**config.mk**
```make
export PLATFORM = sky130hd
export DESIGN_NAME = cde_engine
export DESIGN_NICKNAME = d
export VERILOG_FILES = /design/src/design/cde_pkg.sv /design/src/design/cde_engine.sv
export VERILOG_INCLUDE_DIRS = /design/src /design/src/design
export SDC_FILE = /design/constraint.sdc
export NUM_CORES = 2
export LEC_CHECK = 0
export BUFFER_PORTS_ARGS = -buffer_cell sky130_fd_sc_hd__buf_2
export CORE_MARGIN = 3
export CORE_UTILIZATION = 62
export CTS_BUF_LIST = sky130_fd_sc_hd__clkbuf_4
export DETAILED_ROUTE_END_ITERATION = 10
export PLACE_DENSITY_LB_ADDON = 0.2
export SETUP_SLACK_MARGIN = 0.05
export SLEW_MARGIN = 20
export SYNTH_ARGS = -nofsm -noshare
export SYNTH_HDL_FRONTEND = slang
export SYNTH_SLANG_ARGS = --single-unit
```
**constraint.sdc**
```tcl
create_clock -name ref_clk_in -period 17.97 [get_ports ref_clk_in]
set_input_delay 3.594 -clock ref_clk_in [delete_from_list [all_inputs] [get_ports ref_clk_in]]
set_output_delay 3.594 -clock ref_clk_in [all_outputs]
set_load 0.02 [all_outputs]
```
**src/design/cde_defines.svh**
```systemverilog
// Constants for the descriptor-driven crypto DMA engine.
// Assumes inclusion by bare name from design files only.
`ifndef CDE_DEFINES_SVH
`define CDE_DEFINES_SVH

// =====================================================================
// Descriptor word indices, one 32-bit word each, consecutive in memory.
`define CDE_DW_SA 3'h0
`define CDE_DW_SRC 3'h1
`define CDE_DW_DST 3'h2
`define CDE_DW_NXT 3'h3
`define CDE_DW_WB 3'h4
`define CDE_DW_LEN 3'h5
`define CDE_DW_OFF 3'h6
`define CDE_DW_LAST 3'h6

// =====================================================================
// Reset values and the end-of-chain marker.
`define CDE_WORD_RST 32'h0000_0000
`define CDE_NULL_PTR 32'h0000_0000

// =====================================================================
// Result words written back per authentication algorithm.
`define CDE_DIG_MD5 4'h4
`define CDE_DIG_SHA1 4'h5
`define CDE_DIG_SHA256 4'h8
`define CDE_DIG_GCM 4'h4
`define CDE_DIG_NONE 4'h0

`endif

```
**src/design/cde_pkg.sv**
```systemverilog
// Types shared by the crypto DMA engine and its surroundings.
// Assumes nothing beyond a SystemVerilog compiler.
package cde_pkg;

  // ===================================================================
  // Security association fields carried in descriptor word 0.
  typedef enum logic [2:0] {CDE_CIPH_NONE = 3'h0, CDE_CIPH_AES = 3'h1, CDE_CIPH_DES = 3'h2,
                            CDE_CIPH_TDES = 3'h3} cde_cipher_t;
  typedef enum logic [2:0] {CDE_MODE_ECB = 3'h0, CDE_MODE_CBC = 3'h1, CDE_MODE_CTR = 3'h2,
                            CDE_MODE_CFB = 3'h3, CDE_MODE_OFB = 3'h4} cde_mode_t;
  typedef enum logic [1:0] {CDE_KEY_128 = 2'h0, CDE_KEY_192 = 2'h1, CDE_KEY_256 = 2'h2} cde_key_t;
  typedef enum logic [1:0] {CDE_HASH_NONE = 2'h0, CDE_HASH_MD5 = 2'h1, CDE_HASH_SHA1 = 2'h2,
                            CDE_HASH_SHA256 = 2'h3} cde_hash_t;

  typedef struct packed {
    logic [17:0] rsvd;
    logic last_seg;
    logic parallel;
    logic hmac;
    cde_hash_t hash;
    logic gcm;
    cde_mode_t mode;
    cde_key_t key;
    cde_cipher_t cipher;
  } cde_sa_t;

  // ===================================================================
  // Carriers for the memory master and the engine data ports.
  typedef struct packed {
    logic req;
    logic we;
    logic [31:0] addr;
    logic [31:0] wdata;
  } cde_mem_req_t;

  typedef struct packed {
    logic last;
    logic [31:0] data;
  } cde_word_t;

  typedef struct packed {
    logic desc_done;
    logic pkt_done;
    logic bus_err;
    logic cfg_err;
  } cde_status_t;

  // ===================================================================
  // Control states, one-hot.
  typedef enum logic [9:0] {
    CDE_S_IDLE = 10'h001, CDE_S_FETCH = 10'h002, CDE_S_CHECK = 10'h004, CDE_S_READ = 10'h008,
    CDE_S_PROC = 10'h010, CDE_S_WRITE = 10'h020, CDE_S_DIGEST = 10'h040, CDE_S_WBACK = 10'h080,
    CDE_S_NEXT = 10'h100, CDE_S_ERR = 10'h200
  } cde_state_t;

endpackage

```
**src/design/cde_engine.sv**
```systemverilog
// Descriptor-chained crypto DMA controller: fetches descriptors, moves
// data through external cipher and hash cores, writes results back.
// Assumes a single-beat memory master port and cipher/hash cores on the
// same clock; all inputs are synchronous to ref_clk_in.
`timescale 1ns/1ps
`include "cde_defines.svh"

// Contract
// RULE_01: Work is fetched by an internal DMA reading descriptors that hold the association and the buffer pointers.
// RULE_02: Every descriptor brings its own association, so keys and algorithms may change per descriptor.
// RULE_03: A control machine dispatches words to the cipher and hash cores by protocol and marks packet ends.
// RULE_04: Cipher and hash may run on the same data either in series or in parallel.
// RULE_05: AES takes 128, 192 or 256 bit keys.
// RULE_06: AES runs in CBC, ECB, CTR, CFB and OFB modes.
// RULE_07: DES and TDES run in CBC, ECB, CFB and OFB modes, without counter mode.
// RULE_08: Authentication offers SHA-1, SHA-256, MD5 and AES-GCM.
// RULE_09: A keyed-hash variant is allowed for every authentication algorithm.
// RULE_10: All logic runs from the one crypto bus clock.
// RULE_11: Software supplies a word-aligned 32-bit source pointer per descriptor.
// RULE_12: Software supplies a word-aligned 32-bit destination pointer per descriptor.
// RULE_13: After a descriptor the DMA follows its next pointer, segment or new packet alike.
// RULE_14: Result words go to the memory named by the write-back pointer.
// RULE_15: The length word is the message byte count, or the cipher byte count for GCM.
// RULE_16: The offset word is where ciphering starts, or the AAD byte count for GCM.
// RULE_17: Descriptor completion and bus errors show as status flags software can read.
module cde_engine (
  // Clock and reset.
  input wire logic ref_clk_in,
  input wire logic reset_in,
  // Software control and status.
  input wire logic start_in,
  input wire logic [31:0] first_desc_in,
  input wire logic clear_in,
  output logic busy_out,
  output cde_pkg::cde_status_t stat_out,
  // Memory master.
  output cde_pkg::cde_mem_req_t mem_out,
  input wire logic mem_ack_in,
  input wire logic mem_err_in,
  input wire logic [31:0] mem_rdata_in,
  // Association handed to the cores.
  output cde_pkg::cde_sa_t sa_out,
  output logic sa_load_out,
  // Cipher core.
  output logic cph_valid_out,
  output cde_pkg::cde_word_t cph_word_out,
  input wire logic cph_ready_in,
  input wire logic cph_rvalid_in,
  input wire logic [31:0] cph_rdata_in,
  // Hash core.
  output logic hsh_valid_out,
  output cde_pkg::cde_word_t hsh_word_out,
  input wire logic hsh_ready_in,
  output logic dig_ready_out,
  input wire logic dig_valid_in,
  input wire logic [31:0] dig_data_in
);

  // ===================================================================
  // State and datapath registers.
  cde_pkg::cde_state_t state_q, state_d;
  cde_pkg::cde_sa_t sa_q, sa_d;
  cde_pkg::cde_status_t stat_q, stat_d;
  logic [31:0] ptr_q, ptr_d, src_q, src_d, dst_q, dst_d, nxt_q, nxt_d;
  logic [31:0] wb_q, wb_d, len_q, len_d, off_q, off_d;
  logic [31:0] nwords_q, nwords_d, widx_q, widx_d;
  logic [31:0] data_q, data_d, res_q, res_d, addr_q, addr_d, wdata_q, wdata_d;
  logic [2:0] idx_q, idx_d;
  logic [3:0] dcnt_q, dcnt_d;
  logic c_sent_q, c_sent_d, c_done_q, c_done_d, h_sent_q, h_sent_d;

  // ===================================================================
  // Decoded association and per-word steering.
  logic auth_on, sa_ok, use_c, use_h, last_word, word_ready, mem_busy;
  logic [31:0] byte_pos, tot_bytes, out_word;
  logic [3:0] dig_words;

  assign auth_on = sa_q.gcm || (sa_q.hash != cde_pkg::CDE_HASH_NONE);
  assign byte_pos = {widx_q[29:0], 2'h0};
  // RULE_16 cipher start offset
  assign use_c = (sa_q.cipher != cde_pkg::CDE_CIPH_NONE) && (byte_pos >= off_q);
  assign use_h = auth_on;
  assign last_word = sa_q.last_seg && (widx_q + 32'h1 == nwords_q);
  assign word_ready = (!use_c || c_done_q) && (!use_h || h_sent_q);
  assign out_word = use_c ? res_q : data_q;
  assign mem_busy = mem_out.req;
  // RULE_15 length per algorithm
  assign tot_bytes = sa_q.gcm ? len_q + off_q : len_q;

  // Association check; GCM needs AES and a keyed variant is legal with any hash.
  always_comb begin
    sa_ok = 1'b1;
    // RULE_05 key size check
    if (sa_q.cipher == cde_pkg::CDE_CIPH_AES && sa_q.key > cde_pkg::CDE_KEY_256) begin
      sa_ok = 1'b0;
    end
    // RULE_06 AES mode set
    if (sa_q.mode > cde_pkg::CDE_MODE_OFB) begin
      sa_ok = 1'b0;
    end
    // RULE_07 no DES counter
    if ((sa_q.cipher == cde_pkg::CDE_CIPH_DES || sa_q.cipher == cde_pkg::CDE_CIPH_TDES) &&
        sa_q.mode == cde_pkg::CDE_MODE_CTR) begin
      sa_ok = 1'b0;
    end
    // RULE_08 GCM pairs with AES
    if (sa_q.gcm && (sa_q.cipher != cde_pkg::CDE_CIPH_AES || sa_q.hash != cde_pkg::CDE_HASH_NONE)) begin
      sa_ok = 1'b0;
    end
    if (sa_q.cipher > cde_pkg::CDE_CIPH_TDES) begin
      sa_ok = 1'b0;
    end
    // RULE_09 keyed hash allowed
    if (sa_q.hmac && !auth_on) begin
      sa_ok = 1'b0;
    end
  end

  // Result length in words for the chosen authentication algorithm.
  always_comb begin
    case (sa_q.hash)
      cde_pkg::CDE_HASH_MD5: dig_words = `CDE_DIG_MD5;
      cde_pkg::CDE_HASH_SHA1: dig_words = `CDE_DIG_SHA1;
      cde_pkg::CDE_HASH_SHA256: dig_words = `CDE_DIG_SHA256;
      default: dig_words = sa_q.gcm ? `CDE_DIG_GCM : `CDE_DIG_NONE;
    endcase
  end

  // ===================================================================
  // Handshake outputs decode the state; data outputs are registers.
  assign busy_out = (state_q != cde_pkg::CDE_S_IDLE);
  assign stat_out = stat_q;
  assign sa_out = sa_q;
  assign sa_load_out = (state_q == cde_pkg::CDE_S_CHECK) && sa_ok;
  assign mem_out.req = (state_q == cde_pkg::CDE_S_FETCH) || (state_q == cde_pkg::CDE_S_READ) ||
                       (state_q == cde_pkg::CDE_S_WRITE) || (state_q == cde_pkg::CDE_S_WBACK);
  assign mem_out.we = (state_q == cde_pkg::CDE_S_WRITE) || (state_q == cde_pkg::CDE_S_WBACK);
  assign mem_out.addr = addr_q;
  assign mem_out.wdata = wdata_q;
  assign cph_valid_out = (state_q == cde_pkg::CDE_S_PROC) && use_c && !c_sent_q;
  assign cph_word_out = '{last: last_word, data: data_q};
  // RULE_04 series or parallel
  assign hsh_valid_out = (state_q == cde_pkg::CDE_S_PROC) && use_h && !h_sent_q &&
                         (sa_q.parallel || !use_c || c_done_q);
  // RULE_03 packet boundary mark
  assign hsh_word_out = '{last: last_word, data: (use_c && !sa_q.parallel) ? res_q : data_q};
  assign dig_ready_out = (state_q == cde_pkg::CDE_S_DIGEST);

  // ===================================================================
  // Next-state logic for the descriptor walk and data movement.
  always_comb begin
    state_d = state_q;
    sa_d = sa_q;
    ptr_d = ptr_q;
    src_d = src_q;
    dst_d = dst_q;
    nxt_d = nxt_q;
    wb_d = wb_q;
    len_d = len_q;
    off_d = off_q;
    nwords_d = nwords_q;
    widx_d = widx_q;
    data_d = data_q;
    res_d = res_q;
    addr_d = addr_q;
    wdata_d = wdata_q;
    idx_d = idx_q;
    dcnt_d = dcnt_q;
    c_sent_d = c_sent_q;
    c_done_d = c_done_q;
    h_sent_d = h_sent_q;
    stat_d = stat_q;
    // Software clears first so that a same-cycle event still lands.
    if (clear_in) begin
      stat_d = '0;
    end
    if (mem_busy && mem_err_in) begin
      // RULE_17 bus error flag
      stat_d.bus_err = 1'b1;
      state_d = cde_pkg::CDE_S_ERR;
    end else begin
      case (state_q)
        cde_pkg::CDE_S_IDLE: begin
          if (start_in) begin
            ptr_d = first_desc_in;
            addr_d = first_desc_in;
            idx_d = `CDE_DW_SA;
            state_d = cde_pkg::CDE_S_FETCH;
          end
        end
        cde_pkg::CDE_S_FETCH: begin
          if (mem_ack_in) begin
            // RULE_01 descriptor gather
            case (idx_q)
              // RULE_02 association per descriptor
              `CDE_DW_SA: sa_d = cde_pkg::cde_sa_t'(mem_rdata_in);
              `CDE_DW_SRC: src_d = mem_rdata_in;
              `CDE_DW_DST: dst_d = mem_rdata_in;
              `CDE_DW_NXT: nxt_d = mem_rdata_in;
              `CDE_DW_WB: wb_d = mem_rdata_in;
              `CDE_DW_LEN: len_d = mem_rdata_in;
              default: off_d = mem_rdata_in;
            endcase
            idx_d = idx_q + 3'h1;
            addr_d = ptr_q + {27'h0, idx_q + 3'h1, 2'h0};
            if (idx_q == `CDE_DW_LAST) begin
              state_d = cde_pkg::CDE_S_CHECK;
            end
          end
        end
        cde_pkg::CDE_S_CHECK: begin
          widx_d = `CDE_WORD_RST;
          dcnt_d = 4'h0;
          nwords_d = {2'h0, tot_bytes[31:2]} + {31'h0, |tot_bytes[1:0]};
          // RULE_11 aligned source assumed
          addr_d = src_q;
          if (!sa_ok) begin
            stat_d.cfg_err = 1'b1;
            state_d = cde_pkg::CDE_S_ERR;
          end else if (tot_bytes == `CDE_WORD_RST) begin
            state_d = cde_pkg::CDE_S_NEXT;
          end else begin
            state_d = cde_pkg::CDE_S_READ;
          end
        end
        cde_pkg::CDE_S_READ: begin
          if (mem_ack_in) begin
            data_d = mem_rdata_in;
            c_sent_d = 1'b0;
            c_done_d = 1'b0;
            h_sent_d = 1'b0;
            state_d = cde_pkg::CDE_S_PROC;
          end
        end
        cde_pkg::CDE_S_PROC: begin
          // RULE_03 dispatch to cores
          if (cph_valid_out && cph_ready_in) begin
            c_sent_d = 1'b1;
          end
          if (c_sent_q && !c_done_q && cph_rvalid_in) begin
            res_d = cph_rdata_in;
            c_done_d = 1'b1;
          end
          if (hsh_valid_out && hsh_ready_in) begin
            h_sent_d = 1'b1;
          end
          if (word_ready) begin
            // RULE_12 aligned destination assumed
            addr_d = dst_q + byte_pos;
            wdata_d = out_word;
            state_d = cde_pkg::CDE_S_WRITE;
          end
        end
        cde_pkg::CDE_S_WRITE: begin
          if (mem_ack_in) begin
            widx_d = widx_q + 32'h1;
            addr_d = src_q + byte_pos + 32'h4;
            if (widx_q + 32'h1 != nwords_q) begin
              state_d = cde_pkg::CDE_S_READ;
            end else if (sa_q.last_seg && auth_on) begin
              state_d = cde_pkg::CDE_S_DIGEST;
            end else begin
              state_d = cde_pkg::CDE_S_NEXT;
            end
          end
        end
        cde_pkg::CDE_S_DIGEST: begin
          if (dig_valid_in) begin
            // RULE_14 result to write-back
            addr_d = wb_q + {26'h0, dcnt_q, 2'h0};
            wdata_d = dig_data_in;
            state_d = cde_pkg::CDE_S_WBACK;
          end
        end
        cde_pkg::CDE_S_WBACK: begin
          if (mem_ack_in) begin
            dcnt_d = dcnt_q + 4'h1;
            state_d = (dcnt_q + 4'h1 == dig_words) ? cde_pkg::CDE_S_NEXT : cde_pkg::CDE_S_DIGEST;
          end
        end
        cde_pkg::CDE_S_NEXT: begin
          // RULE_17 completion flags
          stat_d.desc_done = 1'b1;
          if (sa_q.last_seg) begin
            stat_d.pkt_done = 1'b1;
          end
          // RULE_13 follow next pointer
          if (nxt_q == `CDE_NULL_PTR) begin
            state_d = cde_pkg::CDE_S_IDLE;
          end else begin
            ptr_d = nxt_q;
            addr_d = nxt_q;
            idx_d = `CDE_DW_SA;
            state_d = cde_pkg::CDE_S_FETCH;
          end
        end
        cde_pkg::CDE_S_ERR: begin
          state_d = cde_pkg::CDE_S_IDLE;
        end
        default: begin
          state_d = cde_pkg::CDE_S_IDLE;
        end
      endcase
    end
  end

  // ===================================================================
  // Register stage; the whole block lives on the one bus clock.
  // RULE_10 single clock
  always_ff @(posedge ref_clk_in or posedge reset_in) begin
    if (reset_in) begin
      state_q <= cde_pkg::CDE_S_IDLE;
      sa_q <= '0;
      stat_q <= '0;
      ptr_q <= `CDE_WORD_RST;
      src_q <= `CDE_WORD_RST;
      dst_q <= `CDE_WORD_RST;
      nxt_q <= `CDE_WORD_RST;
      wb_q <= `CDE_WORD_RST;
      len_q <= `CDE_WORD_RST;
      off_q <= `CDE_WORD_RST;
      nwords_q <= `CDE_WORD_RST;
      widx_q <= `CDE_WORD_RST;
      data_q <= `CDE_WORD_RST;
      res_q <= `CDE_WORD_RST;
      addr_q <= `CDE_WORD_RST;
      wdata_q <= `CDE_WORD_RST;
      idx_q <= `CDE_DW_SA;
      dcnt_q <= 4'h0;
      c_sent_q <= 1'b0;
      c_done_q <= 1'b0;
      h_sent_q <= 1'b0;
    end else begin
      state_q <= state_d;
      sa_q <= sa_d;
      stat_q <= stat_d;
      ptr_q <= ptr_d;
      src_q <= src_d;
      dst_q <= dst_d;
      nxt_q <= nxt_d;
      wb_q <= wb_d;
      len_q <= len_d;
      off_q <= off_d;
      nwords_q <= nwords_d;
      widx_q <= widx_d;
      data_q <= data_d;
      res_q <= res_d;
      addr_q <= addr_d;
      wdata_q <= wdata_d;
      idx_q <= idx_d;
      dcnt_q <= dcnt_d;
      c_sent_q <= c_sent_d;
      c_done_q <= c_done_d;
      h_sent_q <= h_sent_d;
    end
  end

  // ===================================================================
  // Checks on the controller's own behaviour.
  AST_FETCH_ADDR: assert property (@(posedge ref_clk_in) disable iff (reset_in) // RULE_01
    state_q == cde_pkg::CDE_S_FETCH |-> addr_q == ptr_q + {27'h0, idx_q, 2'h0})
    else $error("Descriptor fetch address is wrong.");
  AST_SA_LOAD: assert property (@(posedge ref_clk_in) disable iff (reset_in) // RULE_02
    state_q == cde_pkg::CDE_S_FETCH && idx_q == `CDE_DW_SA && mem_ack_in && !mem_err_in
    |=> sa_q == $past(mem_rdata_in))
    else $error("Association not taken from descriptor.");
  AST_SERIES: assert property (@(posedge ref_clk_in) disable iff (reset_in) // RULE_04
    hsh_valid_out && use_c && !sa_q.parallel |-> c_done_q && hsh_word_out.data == res_q)
    else $error("Serial hash ran before the cipher result.");
  AST_KEY: assert property (@(posedge ref_clk_in) disable iff (reset_in) // RULE_05
    sa_load_out && sa_q.cipher == cde_pkg::CDE_CIPH_AES |-> sa_q.key != 2'h3)
    else $error("Illegal AES key size accepted.");
  AST_NO_DES_CTR: assert property (@(posedge ref_clk_in) disable iff (reset_in) // RULE_07
    sa_load_out && sa_q.cipher inside {cde_pkg::CDE_CIPH_DES, cde_pkg::CDE_CIPH_TDES}
    |-> sa_q.mode != cde_pkg::CDE_MODE_CTR)
    else $error("DES counter mode accepted.");
  AST_NEXT_PTR: assert property (@(posedge ref_clk_in) disable iff (reset_in) // RULE_13
    state_q == cde_pkg::CDE_S_NEXT && nxt_q != `CDE_NULL_PTR
    |=> state_q == cde_pkg::CDE_S_FETCH && ptr_q == $past(nxt_q) && idx_q == `CDE_DW_SA)
    else $error("Next descriptor pointer not followed.");
  AST_WB_ADDR: assert property (@(posedge ref_clk_in) disable iff (reset_in) // RULE_14
    state_q == cde_pkg::CDE_S_WBACK |-> mem_out.we && addr_q == wb_q + {26'h0, dcnt_q, 2'h0})
    else $error("Result written to the wrong address.");
  AST_GCM_START: assert property (@(posedge ref_clk_in) disable iff (reset_in) // RULE_16
    cph_valid_out |-> byte_pos >= off_q)
    else $error("Cipher started before the offset.");
  AST_DONE_FLAG: assert property (@(posedge ref_clk_in) disable iff (reset_in) // RULE_17
    state_q == cde_pkg::CDE_S_NEXT |=> stat_q.desc_done)
    else $error("Descriptor completion flag missing.");
  AST_ERR_FLAG: assert property (@(posedge ref_clk_in) disable iff (reset_in) // RULE_17
    mem_out.req && mem_err_in |=> stat_q.bus_err ##1 state_q == cde_pkg::CDE_S_IDLE)
    else $error("Bus error not flagged or not stopped.");

endmodule // cde_engine

```
==> flow_metrics.env <==
export IMPL_status="finished clean"
export IMPL_synth_top_family_by_area="multiplexers"
export IMPL_core_area_sq_mm=0.04815
export IMPL_synthXorXnorAreaFrac_pct=5.458
export IMPL_clock_sinks=471
export IMPL_crit_start="widx_q[29]"
export IMPL_row_count=80
export IMPL_synth_ff_type="dfrtp_1"
export IMPL_cts_hold_buf=0
export IMPL_hold_class="reg -> reg"
export IMPL_fp_dieH_um=227.7
export IMPL_path_clk_slew_ps=60
export IMPL_cts_root_buf="clkbuf_4"
export IMPL_io_pin_count=311
export IMPL_clock_latency_ps=910
export IMPL_ys_ff_latch=471
export IMPL_crit_path_max_fanout=35
export IMPL_final_nets=3711
export IMPL_power_density_mw_per_mm2=109.0
export IMPL_wl_met3_um=11350
export IMPL_maxCapViolations=0
export IMPL_rrSetupSlack_ps=13190
export IMPL_grt_use_total_pct=39.84
export IMPL_final_cell_mix="469 x dfrtp_1, 351 x mux2_2, 317 x nand2_1"
export IMPL_grt_pass1_wl_um=160600
export IMPL_dr_max_layer_used="met5"
export IMPL_dieArea_sq_mm=0.05187
export IMPL_tritoncts="done"
export IMPL_die_w_um=227.7
export IMPL_startpoint_type="flop"
export IMPL_rsz0062_at_grt="no"
export IMPL_hold_viol_final=0
export IMPL_antenna_left=0
export IMPL_endpoint_kind="output port"
export IMPL_portBuffers=310
export IMPL_drt_total_wl_um=105500
export IMPL_initialDrtViolationCount=2984
export IMPL_muxShareOfSynthArea_pct=15.82
export IMPL_place_hpwl_um=79480
export IMPL_cpPeakStageDelay_ps=960
export IMPL_layout_drive_gt1_share_pct=27.59
export IMPL_ir_drop_mv=0.1027
export IMPL_wl_per_cell_um=25.41
export IMPL_setup_tns_ps=0
export IMPL_drt_met1_wl_um=42150
export IMPL_crit_type="reg -> out"
export IMPL_htree_levels=3
export IMPL_async_flop_share_pct=100.0
export IMPL_crit_end="hsh_word_out[2]"
export IMPL_crit_slowest_cell="nor2b_4"
export IMPL_fin_crit_sh_pct=50.86
export IMPL_vias=27401
export IMPL_avgViaCountPerCell=6.596
export IMPL_syn_area_per_cell_sq_um=9.895
export IMPL_worstPathCellList="ha_1 > nand4_1 > nor3_1 > o211ai_1 > a221o_1 > a31oi_1 > o21a_2 > buf_4 > nor2b_4 > mux2_2 > buf_2"
export IMPL_skew_ps=73.16
export IMPL_finalCriticalPeriod_ps=9139
export IMPL_critPathTopFamily="simple AND/OR/NAND/NOR gates"
export IMPL_yosys_warnings=0
export IMPL_holdWs_ps=474.1
export IMPL_yosys_area_share_simple_pct=14.41
export IMPL_start_util_pct=63.32
export IMPL_cts_buffer_depth=3
export IMPL_finalSetupViolCount=0
export IMPL_slew_viol_final=0
export IMPL_post_cts_buffers=0
export IMPL_dr_pass1_iters=6
export IMPL_area_growth_syn_to_layout_pct=11.85
export IMPL_drc_errors=0
export IMPL_rr_startpoint="idx_q[0]"
export IMPL_yosysUniqueCellTypes=105
export IMPL_ff2ff_path_depth=13
export IMPL_relSlewSlack_pct=28.99
export IMPL_synth_fa_ha_area_share_pct=7.141
export IMPL_syn_area_sq_mm=0.03049
export IMPL_gp_congestion=1.024
export IMPL_grt_remaining_overflow=0
export IMPL_first_global_vias=26909
export IMPL_cts_resized=0
export IMPL_antenna_found_initial=10
export IMPL_rr_endpoint="addr_q[24]"
export IMPL_route_met2_wl_um=46350
export IMPL_numCtsBuffers=119
export IMPL_syn_inst=3081
export IMPL_synth_seq_area_share_pct=38.66
export IMPL_synth_edf_count=0
export IMPL_final_common_cell="dfrtp_1"
export IMPL_syn_num_nets=3390
export IMPL_synth_compound_area_share_pct=15.30
export IMPL_grt_start_max_net_pins=165
export IMPL_worstPathArrival_ps=5550
export IMPL_max_freq_mhz=109.4
export IMPL_leakagePower_nw=16.79
export IMPL_cp_num_buf_inv=2
export IMPL_cp_data_required_time_ps=14380
export IMPL_crit_cells=11
export IMPL_worst_pin_slew_ps=1064
where the power goes:
part	switching [mW]	internal, mW
sequential	0.178	1.23
clock	0.455	0.453
combinational	0.884	0.515
cell usage after synthesis (all sizes together), types with 7 or more instances:
cell type / number / area share, %
inv: 87 / 1.1
nor4: 22 / 0.51
o22ai: 10 / 0.21
xor2: 72 / 2.1
o221ai: 21 / 0.60
mux2i: 79 / 2.6
or3: 26 / 0.59
buf: 52 / 0.96
o2111ai: 7 / 0.28
nand4: 49 / 1.0
nand2b: 20 / 0.41
ha: 166 / 6.8
nor3b: 17 / 0.44
nand2: 320 / 3.9
o21a: 14 / 0.34
or2: 11 / 0.23
nor2: 156 / 1.9
o211ai: 16 / 0.41
nor2b: 26 / 0.53
a21oi: 132 / 2.2
a2111oi: 8 / 0.29
a31oi: 24 / 0.54
a21o: 50 / 1.2
a221oi: 26 / 0.90
mux2: 358 / 13
a222oi: 21 / 0.69
dfrtp: 470 / 39
nor4b: 12 / 0.46
xnor2: 118 / 3.4
nor3: 49 / 0.80
clkbuf: 94 / 1.2
nand3b: 10 / 0.25
or3b: 9 / 0.26
o21ai: 249 / 4.1
o31ai: 25 / 0.68
a211oi: 24 / 0.61
and4: 12 / 0.35
and3: 29 / 0.61
and2: 21 / 0.43
nand3: 71 / 1.2
o21bai: 13 / 0.32
per-stage QoR:
stage | instance area [sq um] | std cells | total power, mW | util (%) | setup WS (ps)
floorplan | 30490 | 3081 | 2.318 | - | 1240
global placement | 32570 | 3936 | 2.747 | 67.65 | 9887
detailed placement | 32600 | 3937 | 2.788 | 67.71 | 9783
CTS | 34080 | 4147 | 3.699 | 70.78 | 8809
global route | 34090 | 4151 | 3.909 | 70.81 | 8612
finish | 34100 | 4154 | 3.717 | 70.83 | 8831
how the worst min path moves through the flow:
stage                    start    endpoint  slack [ps]  cells after the start
finish              addr_q[16]  addr_q[16]         470                      2
global route        addr_q[12]  addr_q[12]         510                      2
CTS                 addr_q[16]  addr_q[16]         480                      2
detailed placement  addr_q[16]  addr_q[16]         470                      2
global placement     addr_q[1]   addr_q[1]         460                      2
floorplan             ptr_q[0]    ptr_q[0]         450                      2
cell type report:
class / instances / area (sq um)
clock buffer: 179 / 1344
antenna: 7 / 17.52
sequential: 471 / 11790
timing repair buffer: 346 / 1854
inverter: 88 / 337.8
tap: 656 / 820.8
fill: 3684 / 14050
clock inverter: 31 / 135.1
multi-input combinational: 2376 / 17800
registers in the layout, indices dropped and copies added (netlist names), 10 cells and up:
| register | count |
|---|---|
| nxt_q | 32 |
| dst_q | 32 |
| state_q | 10 |
| nwords_q | 31 |
| wb_q | 32 |
| ptr_q | 32 |
| res_q | 32 |
| off_q | 32 |
| widx_q | 32 |
| data_q | 32 |
| addr_q | 32 |
| wdata_q | 32 |
| len_q | 32 |
| sa_out | 32 |
| src_q | 32 |
routing by layer:
layer  vias up  track usage (%)
met2      1587            60.64
met1     13443            52.71
met5         -                0
met3       322            10.94
li1      12045                -
met4         4            19.60
cells by family (layout without fill, tap and decap cells):
logic type      count (synthesis)  count (layout)
simple gates                  877             877
compound gates                701             701
other cells                     0               7
buf+inv                       234             644
xor+xnor                      190             190
flops                         471             471
fa+ha+maj                     171             171
mux                           437             437
worst register-to-register path, delay by kind of cell, from the launching register on:
family                     cells  cell delay [ps]
AOI/OAI and AO/OA              2              950
xor gates and xnor gates       1              260
adders and majority gates      2              870
buffers and inverters          2              300
DFF                            1              440
and+or+nand+nor                6             1790
Note: power is estimated with default switching activity, not from simulation.
